## config.mk

```make
export PLATFORM = sky130hd
export DESIGN_NAME = ascii_addressed_frame_codec
export DESIGN_NICKNAME = d
export VERILOG_FILES = /design/src/logic/frame_codec_pkg.sv /design/src/logic/ascii_addressed_frame_codec.sv /design/src/logic/mod100_acc.sv
export VERILOG_INCLUDE_DIRS = /design/src /design/src/logic
export SDC_FILE = /design/constraint.sdc
export NUM_CORES = 1
export LEC_CHECK = 0
export ABC_AREA = 0
export BUFFER_PORTS_ARGS = -buffer_cell sky130_fd_sc_hd__buf_2
export CORE_MARGIN = 2
export CORE_UTILIZATION = 35
export DETAILED_ROUTE_END_ITERATION = 16
export GPL_TIMING_DRIVEN = 0
export MAX_ROUTING_LAYER = met4
export PLACE_DENSITY_LB_ADDON = 0.12
export SYNTH_ARGS = -nofsm -noshare
export SYNTH_HDL_FRONTEND = slang
export SYNTH_SLANG_ARGS = --single-unit
```

## constraint.sdc

```tcl
create_clock -name ref_clk -period 7.86 [get_ports ref_clk]
set_clock_uncertainty 0.1 [all_clocks]
set_input_delay 0.786 -clock ref_clk [delete_from_list [all_inputs] [get_ports ref_clk]]
set_output_delay 0.786 -clock ref_clk [all_outputs]
set_load 0.005 [all_outputs]
```

## src/logic/frame_codec_map.svh

```systemverilog
`ifndef FRAME_CODEC_MAP_SVH
`define FRAME_CODEC_MAP_SVH
`define ATTENTION_CHAR   8'h23
`define END_TEXT_CHAR    8'h03
`define ASCII_ZERO       8'h30
`define ASCII_NINE       8'h39
`define UNIVERSAL_ADDR   16'h9999
`define ADDR_DIGITS      3'h4
`define MIN_FRAME_LEN    8'h0d
`define CHECK_MOD        7'h64
`define PAYLOAD_DEPTH    64
`endif

```

## src/logic/frame_codec_pkg.sv

```systemverilog
package frame_codec_pkg;
    typedef enum logic [2:0] {
        RX_IDLE, RX_DEST, RX_RETURN, RX_BODY, RX_DONE
    } rx_state_e;
    typedef enum logic [2:0] {
        TX_IDLE, TX_ATTN, TX_DEST, TX_RETURN, TX_BODY, TX_SUM_HI, TX_SUM_LO, TX_END
    } tx_state_e;
    typedef logic [15:0] bcd_addr_t;
endpackage : frame_codec_pkg

```

## src/logic/ascii_addressed_frame_codec.sv

```systemverilog
`timescale 1ns/1ns
`include "frame_codec_map.svh"
module ascii_addressed_frame_codec #(
    parameter int PAYLOAD_DEPTH = `PAYLOAD_DEPTH
) (
    input  wire logic                       ref_clk,
    input  wire logic                       rst_n,
    input  wire frame_codec_pkg::bcd_addr_t unit_id,
    input  wire logic                       menu_active,
    input  wire logic                       rx_valid,
    input  wire logic [7:0]                 rx_char,
    output logic                            frame_valid,
    output frame_codec_pkg::bcd_addr_t      frame_src,
    output logic [7:0]                      frame_len,
    output logic                            frame_rd_valid,
    output logic [7:0]                      frame_rd_char,
    input  wire logic                       frame_rd_ready,
    input  wire logic                       cmd_unknown,
    input  wire logic                       tx_start,
    input  wire frame_codec_pkg::bcd_addr_t tx_dest,
    input  wire logic                       tx_pay_valid,
    input  wire logic [7:0]                 tx_pay_char,
    input  wire logic                       tx_pay_last,
    output logic                            tx_pay_ready,
    output logic                            tx_busy,
    output logic                            tx_valid,
    output logic [7:0]                      tx_char,
    input  wire logic                       tx_ready
);
    import frame_codec_pkg::*;

    localparam int PW = $clog2(PAYLOAD_DEPTH);
    localparam logic [7:0] ERR0 = 8'h45;
    localparam logic [7:0] ERR1 = 8'h52;

    typedef struct packed {
        rx_state_e   rs;
        logic [2:0]  dig;
        bcd_addr_t   dst;
        bcd_addr_t   src;
        logic [7:0]  len;
        logic [7:0]  hold1;
        logic [7:0]  hold2;
        logic [PW:0] wr;
        logic [PW:0] rd;
        logic        ovf;
        logic        valid;
        bcd_addr_t   osrc;
        logic [7:0]  olen;
        tx_state_e   ts;
        logic [2:0]  tdig;
        bcd_addr_t   tdst;
        logic        terr;
        logic [1:0]  eidx;
    } st_s;

    st_s        q;
    st_s        d;
    logic [7:0] pay_mem [PAYLOAD_DEPTH];
    logic [6:0] rx_sum;
    logic [6:0] tx_sum;
    logic [7:0] rx_tens;
    logic [7:0] rx_ones;
    logic [7:0] tx_tens;
    logic [7:0] tx_ones;
    logic       rx_clr;
    logic       rx_add;
    logic       tx_clr;
    logic       tx_add;
    logic [7:0] rx_add_c;
    logic [7:0] tx_out_c;
    logic       is_digit;
    logic       pay_push;

    mod100_acc u_rx_sum (
        .ref_clk (ref_clk),
        .rst_n   (rst_n),
        .clear   (rx_clr),
        .add_en  (rx_add),
        .add_char(rx_add_c),
        .sum_q   (rx_sum)
    );
    mod100_acc u_tx_sum (
        .ref_clk (ref_clk),
        .rst_n   (rst_n),
        .clear   (tx_clr),
        .add_en  (tx_add),
        .add_char(tx_out_c),
        .sum_q   (tx_sum)
    );

    digit_pair u_rx_pair (
        .value    (rx_sum),
        .tens_char(rx_tens),
        .ones_char(rx_ones)
    );
    digit_pair u_tx_pair (
        .value    (tx_sum),
        .tens_char(tx_tens),
        .ones_char(tx_ones)
    );

    function automatic logic [7:0] nib_chr(input logic [3:0] n);
        nib_chr = `ASCII_ZERO + {4'h0, n};
    endfunction : nib_chr

    always_comb begin
        d        = q;
        rx_clr   = 1'b0;
        rx_add   = 1'b0;
        rx_add_c = 8'h00;
        pay_push = 1'b0;
        tx_clr   = 1'b0;
        tx_add   = 1'b0;
        tx_out_c = 8'h00;
        is_digit = (rx_char >= `ASCII_ZERO) && (rx_char <= `ASCII_NINE);
        d.valid  = 1'b0;
        if (frame_rd_valid && frame_rd_ready) begin
            d.rd = q.rd + (PW+1)'(1);
        end
        // receiver
        if (rx_valid && menu_active) begin
            d.rs = RX_IDLE;
            d.rd = '0;
            d.wr = '0;
        end else if (rx_valid && rx_char == `ATTENTION_CHAR) begin
            d.rs  = RX_DEST;
            d.dig = 3'h0;
            d.len = 8'h01;
            d.rd  = '0;
            d.wr  = '0;
            rx_clr = 1'b1;
        end else if (rx_valid) begin
            d.len = q.len + 8'h01;
            case (q.rs)
                RX_DEST, RX_RETURN: begin
                    if (!is_digit) begin
                        d.rs = RX_IDLE;
                    end else begin
                        rx_add   = 1'b1;
                        rx_add_c = rx_char;
                        if (q.rs == RX_DEST) begin
                            d.dst = {q.dst[11:0], rx_char[3:0]};
                        end else begin
                            d.src = {q.src[11:0], rx_char[3:0]};
                        end
                        d.dig = q.dig + 3'h1;
                        if (q.dig == `ADDR_DIGITS - 3'h1) begin
                            d.dig = 3'h0;
                            d.rs  = (q.rs == RX_DEST) ? RX_RETURN : RX_BODY;
                            d.wr  = '0;
                            d.ovf = 1'b0;
                        end
                    end
                end
                RX_BODY: begin
                    if (rx_char == `END_TEXT_CHAR) begin
                        d.rs = RX_IDLE;
                        d.wr = '0;
                        if (d.len >= `MIN_FRAME_LEN && !q.ovf
                            && q.hold1 == rx_tens && q.hold2 == rx_ones
                            && (q.dst == unit_id || q.dst == `UNIVERSAL_ADDR)) begin
                            d.valid = 1'b1;
                            d.osrc  = q.src;
                            d.olen  = q.len - 8'h0b;
                            d.rd    = '0;
                            d.wr    = q.wr - (PW+1)'(2);
                        end
                    end else begin
                        // last two characters stay held until they prove not to be the sum
                        if (q.len >= 8'h0b) begin
                            rx_add   = 1'b1;
                            rx_add_c = q.hold1;
                        end
                        d.hold1 = q.hold2;
                        d.hold2 = rx_char;
                        if (q.wr == (PW+1)'(PAYLOAD_DEPTH)) begin
                            d.ovf = 1'b1;
                        end else begin
                            pay_push = 1'b1;
                            d.wr = q.wr + (PW+1)'(1);
                        end
                    end
                end
                default: d.rs = RX_IDLE;
            endcase
        end

        // transmitter
        case (q.ts)
            TX_IDLE: begin
                if (q.valid && cmd_unknown) begin
                    d.ts   = TX_ATTN;
                    d.tdst = q.osrc;
                    d.terr = 1'b1;
                end else if (tx_start) begin
                    d.ts   = TX_ATTN;
                    d.tdst = tx_dest;
                    d.terr = 1'b0;
                end
                d.tdig = 3'h0;
                d.eidx = 2'h0;
                tx_clr = 1'b1;
            end
            TX_ATTN: tx_out_c = `ATTENTION_CHAR;
            TX_DEST: tx_out_c = nib_chr(q.tdst[15-4*q.tdig -: 4]);
            TX_RETURN: tx_out_c = nib_chr(unit_id[15-4*q.tdig -: 4]);
            TX_BODY: tx_out_c = q.terr ? (q.eidx == 2'h0 ? ERR0 : ERR1) : tx_pay_char;
            TX_SUM_HI: tx_out_c = tx_tens;
            TX_SUM_LO: tx_out_c = tx_ones;
            TX_END: tx_out_c = `END_TEXT_CHAR;
            default: d.ts = TX_IDLE;
        endcase
        tx_valid     = (q.ts != TX_IDLE) && (q.ts != TX_BODY || q.terr || tx_pay_valid);
        tx_pay_ready = (q.ts == TX_BODY) && !q.terr && tx_ready;
        if (tx_valid && tx_ready) begin
            case (q.ts)
                TX_ATTN: d.ts = TX_DEST;
                TX_DEST, TX_RETURN: begin
                    tx_add = 1'b1;
                    d.tdig = q.tdig + 3'h1;
                    if (q.tdig == `ADDR_DIGITS - 3'h1) begin
                        d.tdig = 3'h0;
                        d.ts = (q.ts == TX_DEST) ? TX_RETURN : TX_BODY;
                    end
                end
                TX_BODY: begin
                    tx_add = 1'b1;
                    d.eidx = q.eidx + 2'h1;
                    if (q.terr ? (q.eidx == 2'h1) : tx_pay_last) begin
                        d.ts = TX_SUM_HI;
                    end
                end
                TX_SUM_HI: d.ts = TX_SUM_LO;
                TX_SUM_LO: d.ts = TX_END;
                TX_END: d.ts = TX_IDLE;
                default: d.ts = TX_IDLE;
            endcase
        end
        if (q.terr && q.ts == TX_BODY && q.eidx == 2'h1) begin
            tx_out_c = ERR1;
        end
    end

    always_ff @(posedge ref_clk) begin
        if (!rst_n) begin
            q <= '{rs: RX_IDLE, ts: TX_IDLE, default: '0};
        end else begin
            q <= d;
        end
    end

    // payload store
    always_ff @(posedge ref_clk) begin
        if (pay_push) begin
            pay_mem[q.wr[PW-1:0]] <= rx_char;
        end
    end

    assign frame_valid    = q.valid;
    assign frame_src      = q.osrc;
    assign frame_len      = q.olen;
    assign frame_rd_valid = (q.rd != q.wr) && (q.rs == RX_IDLE);
    assign frame_rd_char  = frame_rd_valid ? pay_mem[q.rd[PW-1:0]] : 8'h00;
    assign tx_busy        = (q.ts != TX_IDLE);
    assign tx_char        = tx_out_c;
endmodule : ascii_addressed_frame_codec

// splits a value below 100 into two ascii decimal digits, tens first
module digit_pair (
    input  wire logic [6:0] value,
    output logic      [7:0] tens_char,
    output logic      [7:0] ones_char
);
    logic [6:0] tens;
    logic [6:0] ones;
    always_comb begin
        tens      = value / 7'h0a;
        ones      = value - (tens * 7'h0a);
        tens_char = `ASCII_ZERO + {1'h0, tens};
        ones_char = `ASCII_ZERO + {1'h0, ones};
    end
endmodule : digit_pair

```

## src/logic/mod100_acc.sv

```systemverilog
`timescale 1ns/1ns
`include "frame_codec_map.svh"
// running sum of character codes kept modulo 100
module mod100_acc (
    input  wire logic       ref_clk,
    input  wire logic       rst_n,
    input  wire logic       clear,
    input  wire logic       add_en,
    input  wire logic [7:0] add_char,
    output logic      [6:0] sum_q
);
    logic [8:0] raw;
    logic [8:0] red1;
    logic [8:0] red2;
    always_comb begin
        raw  = {2'h0, sum_q} + {1'h0, add_char};
        red1 = (raw  >= 9'h0c8) ? raw  - 9'h0c8 : raw;
        red2 = (red1 >= 9'h064) ? red1 - 9'h064 : red1;
    end
    always_ff @(posedge ref_clk) begin
        if (!rst_n || clear) begin
            sum_q <= 7'h00;
        end else if (add_en) begin
            sum_q <= red2[6:0];
        end
    end
endmodule : mod100_acc

```

==> metrics.txt <==
status=complete, no violations; die height=approximately 300 um; post-DP HPWL=53500 um; input/output buffers=100; register area share after synthesis=0.607; Slowest cell on crit path=or3_4; vias per std cell=about 5.3; DP Cell Count=between 3000 and 4000; global route overflow=0; CP required=just over 8 ns; r2r setup slk=0.48 ns; via count of the first global-routing pass=~18000; Hold Path Origin=q[21]; core footprint=roughly 0.085 mm^2; Crit Path Max Fanout=8; initial core utilization=0.352; critical path arrival=approximately 7.8 ns; average wire per standard cell=between 20 and 25 um; LEAKAGE=around 11 nW; number of synthesized register bits=652; number of filler cells placed in the layout=7908; CTS root buf=clkbuf_16; Mapped Area=0.0299 mm^2; Pins Over Slew Limit=0; global-route wire length before repair=approximately 120000 um; Sink Count=652; R2R Path Start=u_tx_sum.sum_q[5]; most common cell after layout, fill and taps aside=edfxtp_1; RSZ-0062 raised after global routing=false; Min-Delay Endpoint=q[21]; First-pass DRT Iterations=7; area delta synth->final=14.4%; Final Setup Violations=0; CP Class=reg -> reg; H-tree depth=3; Die Width=approximately 300 um; die area=roughly 0.088 mm^2; crit path time final=7.38 ns; Max Fclk=approximately 0.14 GHz; Reg2Reg Capture Point=u_tx_sum.sum_q[5]; # diodes=0; # nets final=~2400; Worst VDD drop=0.135 mV; initial antenna violation count=0; worst slew pin tran=between 1 and 1.5 ns; CP peak stage delay=between 0.4 and 0.5 ns; endpoint class of the critical path=register; Placement Rows=about 110; latest clock arrival within the worst-skew pair=a little over 0.6 ns; post-route ant nets=0; CTS tree=done; asr flop ratio synth=0; share of cells above drive strength 1=0.200; routability cong.=about 0.9; yosys warns=0; # IOs=~100; Post-synth EDFFs=a little over 500; hold crit path type=reg -> reg; final non-filler cell total=roughly 3500; part of the cycle the worst path needs=0.940; via count=about 18000; PwrDens=~210 mW/mm^2; largest net degree at the start of global routing=71; worst r2r path cells=31; Slew HR=0.255; overall fraction of global-route tracks in use=0.188; TNS Setup=0 ns; drt initial violations=1380; Synth cell types=92; CTS buffer count=72; CP most frequent cell=ha_1; Final Hold Vio Count=0; clock slew at reported path FFs=around 0.06 ns; Top FF cell, synth=edfxtp_1; syn_nets=~2200; Hold Path Depth=2; synthesized instance count=2096; total wire length=a little under 80000 um; crit start category=register; CTS Buffer Depth=3; max-cap viol count=0; DRC violations left=0; most frequent cells in the layout=edfxtp_1 (512), mux4_2 (176), nand2_1 (173); synthesized area per cell=roughly 14 um^2
[layer usage]
metal | GRT usage | vias to the layer above | part of all wire
met5 | - | - | 0
met1 | 0.247 | 9264 | 0.45
met3 | 0.0295 | 119 | 0.048
li1 | - | 8391 | -
met2 | 0.304 | 467 | 0.49
met4 | 0.0485 | 0 | 0.022
[worst max-delay path by stage]
stage | startpoint | end | slack (ns)
after global placement | u_tx_sum.sum_q[3] | u_tx_sum.sum_q[3] | 0.22
after CTS | u_tx_sum.sum_q[3] | u_tx_sum.sum_q[5] | 0.03
after detailed placement | u_tx_sum.sum_q[3] | u_tx_sum.sum_q[5] | 0.06
final | u_tx_sum.sum_q[5] | u_tx_sum.sum_q[5] | 0.48
after floorplan | u_tx_sum.sum_q[3] | u_tx_sum.sum_q[3] | 1.06
after global routing | u_tx_sum.sum_q[5] | u_tx_sum.sum_q[5] | 0.001
[logic make-up (layout without fill, tap and decap cells)]
logic type / count (synthesis) / count (layout) / share of synthesized area
flops: 652 / 652 / 0.607
simple gates: 604 / 604 / 0.0988
mux: 236 / 236 / 0.153
fa+ha+maj: 62 / 62 / 0.0274
compound gates: 293 / 293 / 0.0682
buf+inv: 184 / 418 / 0.0264
xor+xnor: 65 / 65 / 0.0193
[synthesized netlist by cell type, types with 49 or more instances]
| master | instances | area share |
|---|---|---|
| edfxtp_1 | 512 | 0.51 |
| mux4_2 | 176 | 0.13 |
| nand2_1 | 173 | 0.022 |
| nor2_1 | 151 | 0.019 |
| dfxtp_1 | 140 | 0.094 |
| clkbuf_1 | 82 | 0.010 |
| nor2b_1 | 70 | 0.015 |
| o21ai_0 | 67 | 0.011 |
| a21oi_1 | 61 | 0.010 |
| nand3_1 | 57 | 0.0095 |
| ha_1 | 56 | 0.023 |
| mux2i_1 | 54 | 0.018 |
| inv_1 | 49 | 0.0061 |
[critical path, delay by kind of cell, from the launching register on]
kind	cells	cell delay, ns
AOI/OAI and AO/OA	12	2.07
and+or+nand+nor	7	1.57
adders and majority gates	7	1.99
muxes	2	0.66
xor gates and xnor gates	1	0.18
buffers and inverters	2	0.29
DFF	1	0.39
[through the flow]
stage	worst slack [ns]	power (mW)	cell area [um^2]	hold slack (ns)	util
after floorplan	1.06	3.95	29900	0.312	-
after global placement	0.223	4.07	31900	0.331	0.375
after detailed placement	0.0637	4.07	31900	0.337	0.375
after CTS	0.0314	7.36	34200	0.346	0.402
after global routing	0.00112	7.53	34300	0.373	0.403
final	0.475	7.29	34300	0.350	0.403
[where the power goes]
group	switching [mW]	leakage, nW	total, mW	internal [mW]
sequential	0.00948	5.73	3.73	3.73
clock	1.40	1.11	3.29	1.89
combinational	0.180	4.31	0.270	0.0905
total	1.59	11.2	7.29	5.71
[layout make-up]
cell class                 count  area, um^2  share of cell area
buffer                       135         611              0.0178
clock buffer                  89        1900              0.0554
clock inverter                38         369              0.0108
inverter                      49         184             0.00537
multi-input combinational   1260       11000               0.321
sequential                   652       18200               0.531
tap                         1144        1430              0.0418
timing repair buffer         107         573              0.0167
[registers in the layout (all words and copies together) (netlist names)]
| register | flops |
|---|---|
| u_rx_sum.sum_q | 7 |
| frame_len | 8 |
| frame_valid | 1 |
| pay_mem | 512 |
| frame_src | 16 |
| q | 101 |
| u_tx_sum.sum_q | 7 |
[timing repair]
action / in CTS / in global routing
hold endpoints to repair: 0 / 0
setup buffers: 0 / 6
setup endpoints to repair: 0 / 5
hold buffers: 0 / 0
resized for setup: 0 / 8
(Power assumes the default switching activity.)
